==> src/spi_port_consts.vh <==
// constants for the synchronous serial port in its spi role
// assumes inclusion by bare name from the port's design files
`ifndef SPI_PORT_CONSTS_VH
`define SPI_PORT_CONSTS_VH

`define CTL_MODE_LSB      0
`define CTL_MODE_MSB      3
`define CTL_CKP_BIT       4
`define CTL_EN_BIT        5
`define CTL_WRITE_COLLISION_FLAG_BIT      7
`define STAT_SMP_BIT      7
`define STAT_CKE_BIT      6
`define STAT_BF_BIT       0

`define MODE_MASTER_DIV4  4'h0
`define MODE_MASTER_DIV16 4'h1
`define MODE_MASTER_DIV64 4'h2
`define MODE_MASTER_TMR2  4'h3
`define MODE_SLAVE_SS     4'h4
`define MODE_SLAVE_NOSS   4'h5
`define MODE_MASTER_BRG   4'hA

`define CTL_ONE_RESET     8'h00
`define STAT_RESET        8'h00
`define BITS_PER_BYTE     4'h8
`define HALF_DIV4         10'h002
`define HALF_DIV16        10'h008
`define HALF_DIV64        10'h020
`define BRG_HALF_BASE     10'h002

`endif

==> src/spi_rate_gen.v <==
// serial clock tick generator for master role
// assumes tmr2_tick is a one-cycle pulse from the timer block
`timescale 1ns/1ps
`include "spi_port_consts.vh"

module spi_rate_gen (
  input  wire       clk,
  input  wire       reset,
  input  wire [3:0] mode,
  input  wire [7:0] reload,
  input  wire       tmr2_tick,
  input  wire       run,
  output reg        half_tick
);
  // each half_tick marks one serial clock half period; full period = 2 half periods
  reg  [8:0] count;
  reg  [9:0] half_len;

  always @* begin
    case (mode)
      `MODE_MASTER_DIV4:  half_len = `HALF_DIV4;
      `MODE_MASTER_DIV16: half_len = `HALF_DIV16;
      `MODE_MASTER_DIV64: half_len = `HALF_DIV64;
      // tenth bit keeps a reload of all ones from wrapping to zero
      `MODE_MASTER_BRG:   half_len = {1'b0, reload, 1'b0} + `BRG_HALF_BASE;
      default:            half_len = 10'h001;
    endcase
  end

  always @(posedge clk or posedge reset) begin
    if (reset) begin
      count     <= 9'h000;
      half_tick <= 1'b0;
    end else if (!run) begin
      count     <= 9'h000;
      half_tick <= 1'b0;
    end else if (mode == `MODE_MASTER_TMR2) begin
      half_tick <= tmr2_tick;
    end else if ({1'b0, count} + 10'h001 >= half_len) begin
      count     <= 9'h000;
      half_tick <= 1'b1;
    end else begin
      count     <= count + 9'h001;
      half_tick <= 1'b0;
    end
  end
endmodule // spi_rate_gen

==> src/spi_serial_port.v <==
// spi role of the synchronous serial port: shift register, data buffer, flags
// assumes pin inputs synchronous to REF_CLK; registers reached as plain ports
`timescale 1ns/1ps
`include "spi_port_consts.vh"

// Summary of operation
// - eight-bit shifter, msb out, lsb in
// - drive on one edge, sample on other
// - data out feeds partner data in; slave mode 0101 keeps DATA_OUT_OE low
// - eight clocks exchange both bytes
// - same polarity; master starts the clock
// - master selects one slave at once
// - deselected slave ignores lines, drives nothing
// - master stops clock then deselects
// - full byte copies to buffer, flags set
// - buffer write loads shifter too
// - shifter reached only through data buffer
// - next byte shifts before buffer read
// - write while shifting dropped, collision set
// - buffer read clears buffer-full flag
// - control bits choose role, edges, rate
// - master drives clock, slave receives it
// - enable bit gates port; reconfigure disabled
// - status low six read-only
// - reload register sets generator rate
// - master rates div4/16/64/timer/reload
// - master write starts shifting at once
// - mode 0100 is slave with select
// - select high floats output, resets count
module spi_serial_port (
  input  wire       REF_CLK,
  input  wire       RESET,
  input  wire [7:0] CTL_ONE_WDATA,
  input  wire       CTL_ONE_WE,
  output wire [7:0] CTL_ONE_RDATA,
  input  wire [7:0] STATUS_WDATA,
  input  wire       STATUS_WE,
  output wire [7:0] STATUS_RDATA,
  input  wire [7:0] RELOAD_WDATA,
  input  wire       RELOAD_WE,
  output wire [7:0] RELOAD_RDATA,
  input  wire [7:0] BUF_WDATA,
  input  wire       BUF_WE,
  input  wire       BUF_RE,
  output wire [7:0] BUF_RDATA,
  input  wire       IRQ_CLR,
  output reg        IRQ_FLAG,
  input  wire       TMR2_TICK,
  input  wire       SCK_IN,
  output reg        SCK_OUT,
  output wire       SCK_OE,
  input  wire       DATA_IN_PIN,
  output reg        DATA_OUT_PIN,
  output wire       DATA_OUT_OE,
  input  wire       SS_N
);
  localparam ST_IDLE  = 3'b001;
  localparam ST_LEAD  = 3'b010;
  localparam ST_TRAIL = 3'b100;

  reg  [7:0] ctl_one;
  reg  [1:0] stat_hi;
  reg  [7:0] reload;
  reg  [7:0] data_buffer;
  reg  [7:0] shift_register;
  reg  [3:0] bit_count;
  reg        buffer_full_flag;
  reg        write_collision_flag;
  reg  [2:0] state;
  reg        sck_prev;
  reg        sample_bit;
  reg        late_pending;

  wire [3:0] mode      = ctl_one[`CTL_MODE_MSB:`CTL_MODE_LSB];
  wire       clock_polarity_bit       = ctl_one[`CTL_CKP_BIT];
  wire       enabled   = ctl_one[`CTL_EN_BIT];
  wire       cke       = stat_hi[0];
  wire       sample_phase_bit       = stat_hi[1];
  wire       is_slave  = (mode == `MODE_SLAVE_SS) || (mode == `MODE_SLAVE_NOSS);
  wire       use_ss    = (mode == `MODE_SLAVE_SS);
  wire       selected  = !use_ss || !SS_N;
  wire       busy      = (bit_count != 4'h0) || (state != ST_IDLE);
  wire       half_tick;

  // active edge of the slave clock: leading edge leaves idle level
  wire sck_rise    = SCK_IN && !sck_prev;
  wire sck_fall    = !SCK_IN && sck_prev;
  wire sck_leading = clock_polarity_bit ? sck_fall : sck_rise;
  wire sck_trail   = clock_polarity_bit ? sck_rise : sck_fall;

  wire buf_write_ok = BUF_WE && enabled && !busy && !write_collision_flag;
  wire byte_done;
  reg  [7:0] next_shift;
  reg  [3:0] next_count;
  reg  [2:0] next_state;
  reg        do_sample;
  reg        do_drive;

  assign CTL_ONE_RDATA = {write_collision_flag, ctl_one[6:0]};
  assign STATUS_RDATA  = {stat_hi, 5'h00, buffer_full_flag};
  assign RELOAD_RDATA  = reload;
  assign BUF_RDATA     = data_buffer;
  assign SCK_OE        = enabled && !is_slave;
  assign DATA_OUT_OE   = enabled && (!is_slave || (use_ss && !SS_N));

  spi_rate_gen u_rate (
    .clk       (REF_CLK),
    .reset     (RESET),
    .mode      (mode),
    .reload    (reload),
    .tmr2_tick (TMR2_TICK),
    .run       (enabled && !is_slave && state != ST_IDLE),
    .half_tick (half_tick)
  );

  // sequencing of edges: master walks states on half ticks, slave on pin edges
  always @* begin
    next_state = state;
    do_sample  = 1'b0;
    do_drive   = 1'b0;
    if (!is_slave) begin
      case (state)
        ST_IDLE:  next_state = ST_IDLE;
        ST_LEAD: begin
          if (half_tick) begin
            next_state = ST_TRAIL;
            do_sample  = cke;
            do_drive   = !cke;
          end
        end
        ST_TRAIL: begin
          if (half_tick) begin
            do_sample  = !cke;
            do_drive   = cke;
            next_state = (bit_count == `BITS_PER_BYTE - 4'h1) ? ST_IDLE : ST_LEAD;
          end
        end
        default:  next_state = ST_IDLE;
      endcase
    end else if (selected) begin
      do_sample = cke ? sck_leading : sck_trail;
      do_drive  = cke ? sck_trail : sck_leading;
    end
  end

  // count advances on the master's trailing half tick and on the slave's sample edge
  assign byte_done = (bit_count == `BITS_PER_BYTE - 4'h1) &&
                     (is_slave ? (cke ? sck_leading : sck_trail) : (state == ST_TRAIL && half_tick))
                     && selected;

  always @* begin
    next_shift = shift_register;
    next_count = bit_count;
    if (do_sample) begin
      // smp=1 in master holds the sample to the end of the bit
      if (!(sample_phase_bit && !is_slave))
        next_shift = {shift_register[6:0], DATA_IN_PIN};
    end
    if (late_pending && do_drive)
      next_shift = {shift_register[6:0], sample_bit};
    if ((is_slave && (cke ? sck_leading : sck_trail) && selected) ||
        (!is_slave && state == ST_TRAIL && half_tick))
      next_count = (bit_count == `BITS_PER_BYTE - 4'h1) ? 4'h0 : bit_count + 4'h1;
  end

  always @(posedge REF_CLK or posedge RESET) begin
    if (RESET) begin
      ctl_one              <= `CTL_ONE_RESET;
      stat_hi              <= 2'b00;
      reload               <= 8'h00;
      data_buffer          <= 8'h00;
      shift_register       <= 8'h00;
      bit_count            <= 4'h0;
      buffer_full_flag     <= 1'b0;
      write_collision_flag <= 1'b0;
      IRQ_FLAG             <= 1'b0;
      state                <= ST_IDLE;
      sck_prev             <= 1'b0;
      sample_bit           <= 1'b0;
      late_pending         <= 1'b0;
      SCK_OUT              <= 1'b0;
      DATA_OUT_PIN         <= 1'b0;
    end else begin
      sck_prev <= SCK_IN;
      if (CTL_ONE_WE)
        ctl_one <= {1'b0, CTL_ONE_WDATA[6:0]};
      if (STATUS_WE)
        stat_hi <= STATUS_WDATA[7:6];
      if (RELOAD_WE)
        reload <= RELOAD_WDATA;

      // collision: set wins over software clear
      if (BUF_WE && enabled && busy)
        write_collision_flag <= 1'b1;
      else if (CTL_ONE_WE && !CTL_ONE_WDATA[`CTL_WRITE_COLLISION_FLAG_BIT])
        write_collision_flag <= 1'b0;

      if (!enabled || (use_ss && SS_N)) begin
        // disable or deselect resets the bit counter mid-byte
        bit_count    <= 4'h0;
        state        <= ST_IDLE;
        late_pending <= 1'b0;
        SCK_OUT      <= clock_polarity_bit;
        if (buf_write_ok || (BUF_WE && !enabled)) begin
          data_buffer    <= BUF_WDATA;
          shift_register <= BUF_WDATA;
          // msb must already stand when select falls
          DATA_OUT_PIN   <= BUF_WDATA[7];
        end
      end else begin
        state     <= next_state;
        bit_count <= next_count;
        if (buf_write_ok) begin
          data_buffer    <= BUF_WDATA;
          shift_register <= BUF_WDATA;
          DATA_OUT_PIN   <= BUF_WDATA[7];
          if (!is_slave)
            state <= ST_LEAD;
        end else begin
          shift_register <= next_shift;
          if (do_drive)
            DATA_OUT_PIN <= next_shift[7];
        end
        if (do_sample && sample_phase_bit && !is_slave) begin
          sample_bit   <= DATA_IN_PIN;
          late_pending <= 1'b1;
        end else if (late_pending && do_drive) begin
          late_pending <= 1'b0;
        end
        if (!is_slave) begin
          if (state == ST_IDLE && !buf_write_ok)
            SCK_OUT <= clock_polarity_bit;
          else if (half_tick && state != ST_IDLE)
            SCK_OUT <= (state == ST_LEAD) ? !clock_polarity_bit : clock_polarity_bit;
        end
        if (byte_done) begin
          // with cke set the late path has already shifted the last bit in
          data_buffer  <= (sample_phase_bit && !is_slave && !cke) ? {next_shift[6:0], DATA_IN_PIN} : next_shift;
          late_pending <= 1'b0;
        end
      end

      // flags set with the copy; set wins over clear
      if (byte_done && enabled && !(use_ss && SS_N))
        buffer_full_flag <= 1'b1;
      else if (BUF_RE)
        buffer_full_flag <= 1'b0;
      if (byte_done && enabled && !(use_ss && SS_N))
        IRQ_FLAG <= 1'b1;
      else if (IRQ_CLR)
        IRQ_FLAG <= 1'b0;
    end
  end
endmodule // spi_serial_port

==> config.mk <==
export PLATFORM = sky130hd
export DESIGN_NAME = spi_serial_port
export DESIGN_NICKNAME = d
export VERILOG_FILES = /design/src/spi_rate_gen.v /design/src/spi_serial_port.v
export VERILOG_INCLUDE_DIRS = /design/src
export SDC_FILE = /design/constraint.sdc
export NUM_CORES = 1
export LEC_CHECK = 0
export ABC_AREA = 1
export BUFFER_PORTS_ARGS = -buffer_cell sky130_fd_sc_hd__buf_2
export CORE_MARGIN = 2
export CORE_UTILIZATION = 55
export CTS_BUF_LIST = sky130_fd_sc_hd__clkbuf_8
export CTS_CLUSTER_SIZE = 40
export DETAILED_ROUTE_END_ITERATION = 8
export PLACE_DENSITY_LB_ADDON = 0.1
export RECOVER_POWER = 50
export SETUP_SLACK_MARGIN = 0.02
export SLEW_MARGIN = 20
export SYNTH_ARGS = -nofsm -noshare
export SYNTH_HDL_FRONTEND = slang
export SYNTH_SLANG_ARGS = --single-unit
==> constraint.sdc <==
create_clock -name REF_CLK -period 5.4 [get_ports REF_CLK]
set_clock_uncertainty 0.1 [all_clocks]
set_input_delay 0.27 -clock REF_CLK [delete_from_list [all_inputs] [get_ports REF_CLK]]
set_output_delay 0.27 -clock REF_CLK [all_outputs]
set_load 0.03 [all_outputs]
After elaboration in Yosys (flattened, before gate mapping)
Index checks and enable logic that the tools add are counted.
{"block": "word_totals", "reg_bits": 58, "inputBits": 44, "output_inout_bits": 37}
{"block": "classes", "n_addsub": 4, "magnitude_cmp": 1, "eq_ne": 14, "mux": 60, "bitwise_logic": 1, "n_reduce_logical": 63}
{"operator": "8-bit two-way mux", "count": 10}
{"operator": "10-bit case mux with 4 select lines", "count": 1}
{"operator": "1-bit two-way mux", "count": 33}
{"operator": "1-bit logical AND", "count": 29}
{"operator": "9-bit two-way mux", "count": 3}
{"operator": "3-bit two-way mux", "count": 6}
{"operator": "1-bit zero test", "count": 13}
{"operator": "4-bit by 3-bit equality test with 1-bit output, second input constant", "count": 3}
{"operator": "4-bit two-way mux", "count": 3}
{"operator": "9-bit by 1-bit adder with 10-bit output, second input constant", "count": 1}
{"operator": "9-bit by 2-bit adder with 10-bit output, second input constant", "count": 1}
{"operator": "10-bit greater-or-equal comparator", "count": 1}
{"operator": "9-bit by 1-bit adder with 9-bit output, second input constant", "count": 1}
{"operator": "3-bit nonzero test", "count": 3}
{"operator": "4-bit by 2-bit equality test with 1-bit output, second input constant", "count": 2}
{"operator": "2-bit AND reduction", "count": 4}
{"operator": "2-bit nonzero test", "count": 4}
{"operator": "4-bit nonzero test", "count": 2}
{"operator": "1-bit logical OR", "count": 7}
{"operator": "3-bit case mux with 2 select lines", "count": 1}
{"operator": "4-bit by 1-bit adder with 4-bit output, second input constant", "count": 1}
{"operator": "4-bit by 1-bit equality test with 1-bit output, second input constant", "count": 1}
{"operator": "4-bit equality test, second input constant", "count": 1}
{"operator": "4-bit zero test", "count": 1}
{"operator": "other kinds (9)", "count": 11}

Depth between registers and ports, before layout
Gate-level depths: netlist of the first run.
{"block": "logic_depth", "ltp_word": 11, "ltp_mapped": 16, "mapped_depth_nobuf": 16}

By module
A second synthesis of the first run with hierarchy kept.
{"block": "hier_totals", "cells_unflattened": 536, "area_unflattened_um2": 4041.4}
{"module": "spi_serial_port", "instances": 1, "cells_per_inst": 377, "area_each_um2": 2986.6}
{"module": "spi_rate_gen", "instances": 1, "cells_per_inst": 159, "area_each_um2": 1054.8}

Worst setup path after synthesis of the first run
No wires, ideal clock.
{"block": "synth_timing", "path_kind": "register to register", "from": "reg reload[0], in the netlist RELOAD_RDATA[0]", "to": "reg u_rate.half_tick", "setup_ns": 0.120, "arrival_ns": 2.439, "required_time_ns": 5.180, "slack_ns": 2.741, "stages_incl_launch_ff": 17, "n_path_buf": 0, "synth_period_minus_slack_ns": 2.659, "path_cell_list": "dfrtp_1 -> inv_1 -> nor3_1 -> inv_1 -> nor2_1 -> inv_1 -> nor3_1 -> inv_1 -> o21ai_0 -> nand3_1 -> ha_1 -> nand2_1 -> nor2_1 -> a211oi_1 -> nand4_1 -> nand2_1 -> nand2_1"}
{"block": "synth_between", "elab_chain_cells": 6}
{"element": "start, declared", "line_no": "spi_serial_port.v:63", "source": "reg [7:0] reload;"}
{"element": "start signal, assigned", "line_no": "spi_serial_port.v:170", "source": "reload <= 8'h00;"}
{"element": "start signal, assigned", "line_no": "spi_serial_port.v:190", "source": "reload <= RELOAD_WDATA;"}
{"element": "9-bit by 2-bit adder with 10-bit output (no line)"}
{"element": "10-bit case mux with 4 select lines", "line_no": "spi_rate_gen.v:20", "source": "case (mode)"}
{"element": "10-bit greater-or-equal comparator", "line_no": "spi_rate_gen.v:39", "source": "end else if ({1'b0, count} + 10'h001 >= half_len) begin"}
{"element": "1-bit two-way mux", "line_no": "spi_rate_gen.v:39"}
{"element": "1-bit two-way mux", "line_no": "spi_rate_gen.v:37", "source": "end else if (mode == `MODE_MASTER_TMR2) begin"}
{"element": "1-bit two-way mux", "line_no": "spi_rate_gen.v:34", "source": "end else if (!run) begin"}
{"element": "end signal, assigned", "line_no": "spi_rate_gen.v:38", "source": "half_tick <= tmr2_tick;"}
{"element": "end, declared", "line_no": "spi_rate_gen.v:13", "source": "output reg half_tick"}
No other way between the ends.
A chain may end at the register's enable or synchronous reset.

Worst setup path after layout of the first run
{"block": "layout_timing", "from": "reg u_rate.count[3]", "to": "reg u_rate.count[2]"}
{"block": "layout_between", "elab_chain_cells": 5}
{"element": "start, declared", "line_no": "spi_rate_gen.v:16", "source": "reg [8:0] count;"}
{"element": "start signal, assigned", "line_no": "spi_rate_gen.v:43", "source": "count <= count + 9'h001;"}
{"element": "9-bit by 1-bit adder with 10-bit output", "line_no": "spi_rate_gen.v:39"}
{"element": "10-bit greater-or-equal comparator", "line_no": "spi_rate_gen.v:39"}
{"element": "9-bit two-way mux", "line_no": "spi_rate_gen.v:39"}
{"element": "9-bit two-way mux", "line_no": "spi_rate_gen.v:37"}
{"element": "9-bit two-way mux", "line_no": "spi_rate_gen.v:34"}
No other way between the ends. The select of a mux whose other input is x is not followed.

==> results of run 1 <==
==> report_power, final <==
part | internal [mW] | switching (mW) | leakage (nW)
combinational | 0.119 | 0.264 | 1.30
sequential | 0.492 | 0.0504 | 0.725
clock | 0.208 | 0.185 | 0.100
total | 0.819 | 0.500 | 2.13
==> layout make-up <==
type / instances / area share, %
clock buffer: 9 / 2.851
clock inverter: 7 / 1.411
inverter: 68 / 5.931
multi-input combinational: 350 / 45.84
sequential: 58 / 33.43
tap: 80 / 2.303
timing repair buffer: 71 / 8.235
==> critical path: cells and delay by family (launching register included) <==
kind	cells	cell delay [ps]
buffers and inverters	2	140
and+or+nand+nor	5	1270
AOI/OAI and AO/OA	3	590
adders and majority gates	1	300
xor gates and xnor gates	1	150
DFF	1	390
==> per-layer routing <==
| metal | vias to the layer above | GRT usage [%] |
|---|---|---|
| li1 | 1763 | - |
| met4 | 0 | 9.091 |
| met1 | 1669 | 34.88 |
| met2 | 77 | 42.89 |
| met5 | - | 0 |
| met3 | 18 | 5.024 |
==> flip-flops by register name, indices dropped and copies added, names as in the netlist <==
| signal | flops |
|---|---|
| u_rate.count | 9 |
| BUF_RDATA | 8 |
| RELOAD_RDATA | 8 |
| shift_register | 8 |
| ctl_one | 7 |
| bit_count | 4 |
| state | 3 |
| stat_hi | 2 |
| DATA_OUT_PIN | 1 |
| IRQ_FLAG | 1 |
| SCK_OUT | 1 |
| buffer_full_flag | 1 |
| late_pending | 1 |
| sample_bit | 1 |
| sck_prev | 1 |
| u_rate.half_tick | 1 |
| write_collision_flag | 1 |
==> what timing repair did <==
action / in CTS / in global routing
endpoints found under the hold margin: 1 / 0
hold buffers: 1 / 0
gates resized for setup: 0 / 0
==> layout by cell type, fill, tap and decap left out, types with 3 or more instances in the layout <==
master	count
conb_1	5
nor2_4	4
inv_1	58
a21oi_2	9
buf_2	68
ha_1	14
o21ai_0	31
o211ai_1	7
nand3_2	4
nand3_1	66
nor2_1	33
dfrtp_1	57
inv_2	10
nand4_1	3
nor2_2	3
nor3_1	5
xor2_1	7
nand2_1	89
clkbuf_8	9
o22ai_1	10
nand2_2	9
clkinv_2	4
a211oi_1	3
a21oi_1	23
nor4_1	3
==> worst paths after layout <==
path	start	to	slack (ps)	cells after the start
worst max-delay path	u_rate.count[3]	u_rate.count[2]	2350	12
worst min-delay path	IRQ_CLR	IRQ_FLAG	20	2
worst max register to register	u_rate.count[3]	u_rate.count[2]	2350	12
worst min register to register	ctl_one[6]	ctl_one[6]	370	2
max in group asynchronous	RESET	stat_hi[0]	2430	3
min in group asynchronous	RESET	u_rate.count[1]	1000	3
==> cell families after synthesis <==
logic type                 after synthesis  synth area share (%)
AOI/OAI and AO/OA                       91                 14.53
xor gates and xnor gates                 7                 1.618
adders and majority gates               14                 4.622
buffers and inverters                   82                 9.508
DFF                                     58                 38.33
muxes                                    2                0.5612
other                                    1               0.09895
and+or+nand+nor                        231                 30.74
==> stage by stage <==
stage	hold WS [ps]	instances
2_1_floorplan	201.4	490
3_3_place_gp	317.6	626
3_5_place_dp	324.3	626
4_1_cts	12.81	643
5_1_grt	13.07	643
6_report	24.23	643
==> metrics.cfg, run 1 <==
[clock_tree]
post_cts_buffers=0
htreeDepth=3
cts.sinks=58
clkLatencyLatePin_ps=340
cts_tree=yes
clock_path_buffers=2
cts.clk_slew.worst_paths_ps=70
root_buffer=clkbuf_8
numCtsBuffers=9

[synthesis]
synth_top_area_share_pct=37.64
synth_edf_count=0
yosysWarnings=0
ys_ff_latch=58
seq_area_frac_synth_pct=38.33
synth_top_area_cell=dfrtp_1
synth_commonest_cells=89 x nand2_1, 66 x nand3_1, 57 x dfrtp_1, 56 x inv_1, 33 x nor2_1
yosysMostFrequentCell=nand2_1
async_reset_ff_share_pct=100.0
synth_flop_cell=dfrtp_1
synth.distinct_cells=44
synth_area_um2=3790
syn_avg_cell_area_um2=7.798
yosys-top-cells-area=dfrtp_1 38%, nand2_1 8.8%, nand3_1 8.7%
synthCells=486

[final_layout]
stdcell_area_um2=4345
antenna-diode-count=0
fin_util_pct=64.67
area_growth_pct=14.66
multi_input_area_um2=1992
fill_cells=601
layout-drive-gt1-share_pct=24.33
nNetsFinal=616
register_area_um2=1453

[detailed_routing]
ant_nets=0
wirelength_um=9358
drc=0
wire_per_inst_um=14.55
met3_length_um=356
top_layer=met4
vias_per_cell=5.485
initialDrtViolationCount=247
wl_met2_um=4506
wl_met1_um=4318
dr.pass1.iters=4
vias=3527

[timing]
setup-tns-final_ps=0
setup_violations=0
worst_slack_ps=2350
slew_violations=59
min_period_ps=3050
worst_slew_pin_slew_ps=3123
hold_viol_final=0
rsz0062_at_grt=no
fin_crit_sh_pct=56.48
fmax_ghz=0.3279
relSlewSlack_pct=-108.2

[critical_path]
path_max_fanout=10
slowest_stage=nor4_1
path_cells=inv_1 -> nor4_1 -> nand3_1 -> nor2_1 -> xor2_1 -> inv_1 -> ha_1 -> a21oi_1 -> nor2_1 -> a211oi_1 -> nand4_1 -> o22ai_1
cp-end-kind=register
critPathLaunchType=register
crit_required_ps=5550
critPathKind=register to register
slowest_delay_ps=430
worstPathArrival_ps=3200

[die]
dieArea_um2=7571
row_count=30
die_x_um=87.01
pin_count=81
start_util_pct=56.41
fp.dieH_um=87.01
core_area_um2=6719

[place]
gp_routability_congestion=0.8773
dpl_worst_slack_ps=2395
port_buffers=69
hpwl_um=6892
dpl_cell_area_um2=4155

[power]
powerDensity_nw_per_um2=303.6
power.leakage_nw=2.130
finalPower_mw=1.319
ir_worst_vdd_mv=0.1702

[global_routing]
grt_max_degree=59
globalRouteOverflowTotal=0
grt_antenna_before_repair=0
grt_usage_pct=26.26
grt_pass1_wl_um=15760
first_global_vias=3461

[worst_hold_path]
min_path_type=input pin to register

[status]
outcome=finished, violations left
violations=max-capacitance violations, max-slew violations

[job]
maxCapViolCount=1

Note: power is estimated with default switching activity, not from simulation.
==> inputs of run 2 (changes only) <==
--- a/config.mk
+++ b/config.mk
@@ -6,10 +6,10 @@
 export SDC_FILE = /design/constraint.sdc
 export NUM_CORES = 1
 export LEC_CHECK = 0
-export ABC_AREA = 1
+export ABC_AREA = 0
 export BUFFER_PORTS_ARGS = -buffer_cell sky130_fd_sc_hd__buf_2
 export CORE_MARGIN = 2
-export CORE_UTILIZATION = 55
+export CORE_UTILIZATION = 51
 export CTS_BUF_LIST = sky130_fd_sc_hd__clkbuf_8
 export CTS_CLUSTER_SIZE = 40
 export DETAILED_ROUTE_END_ITERATION = 8
==> constraint.sdc (replaced) <==
create_clock -name REF_CLK -period 2.8 [get_ports REF_CLK]
set_clock_uncertainty 0.1 [all_clocks]
set_input_delay 0.14 -clock REF_CLK [delete_from_list [all_inputs] [get_ports REF_CLK]]
set_output_delay 0.14 -clock REF_CLK [all_outputs]
set_load 0.03 [all_outputs]
==> metrics.cfg, run 2 <==
[status]
outcome=completed

[place]
dpl_worst_slack_ps=-71.41
port_buffers=69
hpwl_um=6592
gp_routability_congestion=0.8751

[power]
ir_worst_vdd_mv=0.3729
power.leakage_nw=2.118
powerDensity_nw_per_um2=555.5
finalPower_mw=2.673

[synthesis]
ys_ff_latch=58
synth_top_area_cell=dfrtp_1
synth_commonest_cells=57 x dfrtp_1, 39 x nand2_1, 24 x o21ai_0, 22 x nor2_1, 18 x mux2_2
synth-simple-area-share_pct=20.03
synthMuxAreaShare_pct=6.779
yosys-top-cells-area=dfrtp_1 38%, mux2_2 5.4%, ha_1 4.7%
synth_xor_area_share_pct=3.054
synth_fa_ha_area_share_pct=4.698
yosysMostFrequentCell=dfrtp_1
synth_top_area_share_pct=38.26
synth_area_um2=3729
synth.distinct_cells=66
yosysWarnings=0
async_reset_ff_share_pct=100.0
synth_edf_count=0
synth_top_family_by_area=compound AO/OA/AOI/OAI gates
synth-compound-area-share_pct=21.51
seq_area_frac_synth_pct=38.96
synth_flop_cell=dfrtp_1
synthCells=390
syn_avg_cell_area_um2=9.560

[worst_hold_path]
min_path_type=input pin to register

[timing]
fmax_ghz=0.3787
worst_slack_ps=159.6
hold_viol_final=0
worst_slew_pin_slew_ps=1069
fin_crit_sh_pct=94.30
min_period_ps=2640
relSlewSlack_pct=28.75
slew_violations=0
rsz0062_at_grt=no
setup_violations=0

[die]
start_util_pct=51.96
pin_count=81
row_count=31
fp.dieH_um=89.51
die_x_um=89.51
dieArea_um2=8011
core_area_um2=7176

[detailed_routing]
vias=3416
drc=0
dr.pass1.iters=5
vias_per_cell=5.582
initialDrtViolationCount=154
wirelength_um=9529
ant_nets=0
wire_per_inst_um=15.57

[critical_path]
worstPathArrival_ps=2820
critPathKind=register to register
crit_required_ps=2980
slowest_stage=dfrtp_1
path_max_fanout=5
cp-end-kind=register
path_cells=and3_4 -> and3_1 -> and3_4 -> xor2_2 -> ha_1 -> a211oi_2 -> nand2_1 -> a211oi_2 -> o21a_2 -> buf_4 -> o211ai_1 -> nand2_1
worst-path-buf-inv=1
critPathTopFamily=simple AND/OR/NAND/NOR gates
slowest_delay_ps=390
critPathLaunchType=register

[final_layout]
nNetsFinal=566
mostFrequentLayoutCell=dfrtp_1
antenna-diode-count=0
largest_register=u_rate.count
fill_cells=605
layout-drive-gt1-share_pct=25.15
area_growth_pct=29.06
largest_reg_flops=9
final_cell_mix=55 x dfrtp_1, 39 x nand2_1, 39 x buf_2

[global_routing]
grt_antenna_before_repair=0
first_global_vias=3122
globalRouteOverflowTotal=0
grt_usage_pct=24.26
grt_max_degree=44
grt_pass1_wl_um=14900

[clock_tree]
clock_path_buffers=2
htreeDepth=3
clkLatencyLatePin_ps=350
numCtsBuffers=9
cts_tree=yes
root_buffer=clkbuf_8
cts.sinks=58
cts.clk_slew.worst_paths_ps=70

[job]
maxCapViolCount=0

[run 2: path summary, 6_finish.rpt]
kind / start / endpoint / slack [ps] / depth (start not counted)
setup reg to reg: u_rate.count[2] / u_rate.count[4] / 160 / 12
min in group asynchronous: RESET / RELOAD_RDATA[2] / 300 / 3
setup / recovery: u_rate.count[2] / u_rate.count[4] / 160 / 12
hold reg to reg: u_rate.count[8] / u_rate.count[8] / 410 / 2
hold / removal: BUF_WDATA[4] / shift_register[4] / 50 / 3
max in group asynchronous: RESET / ctl_one[5] / 860 / 4
[run 2: per-stage QoR]
| step | util, % | hold slack [ps] | std cells | area (um^2) | setup TNS [ps] |
|---|---|---|---|---|---|
| finish | 67.06 | 45.49 | 612 | 4812 | 0 |
| global route | 67.06 | 43.58 | 612 | 4812 | 0 |
| CTS | 66.87 | 36.48 | 609 | 4798 | 0 |
| detailed placement | 59.35 | 23.55 | 563 | 4259 | -115.1 |
| global placement | 59.35 | 19.24 | 563 | 4259 | 0 |
| floorplan | - | 71.43 | 394 | 3749 | 0 |
[run 2: worst min-delay path, delay by kind of cell]
kind	cells	cell delay, ps
compound gates	2	220
buf+inv	1	90
[run 2: what timing repair did]
item | 4_1_cts | 5_1_grt
gates cloned | 0 | 1
hold buffers | 30 | 0
buffers inserted | 0 | 2
gates resized for setup | 1 | 14
pin swaps | 0 | 5
endpoints found under the hold margin | 42 | 0
setup endpoints to repair | 5 | 16
[run 2: final cells by class]
cell class / instances / area (um^2) / share of cell area [%]
Clock buffer: 12 / 165.2 / 3.432
Clock inverter: 4 / 72.57 / 1.508
Inverter: 12 / 45.04 / 0.9360
Multi-Input combinational cell: 302 / 2168 / 45.06
Sequential cell: 58 / 1455 / 30.24
Tap cell: 99 / 123.9 / 2.574
Timing Repair Buffer: 125 / 782.0 / 16.25
[run 2: kinds of logic after synthesis]
family / Yosys count
compound gates: 105
xor+xnor: 13
fa+ha+maj: 14
buf+inv: 35
flops: 58
mux: 23
other cells: 1
simple gates: 141
[run 2: per-layer routing]
layer	GRT usage, %	up-vias	wire, um
met5	0	-	0
met4	10.04	0	173
met3	4.894	16	468
met2	41.08	109	4832
met1	30.20	1622	4055
li1	-	1669	-
[run 2: report_power, final]
group | total, mW | switching [mW] | internal [mW]
registers | 1.03 | 0.0976 | 0.932
clock network | 0.938 | 0.365 | 0.573
logic | 0.706 | 0.420 | 0.286
total | 2.67 | 0.882 | 1.79
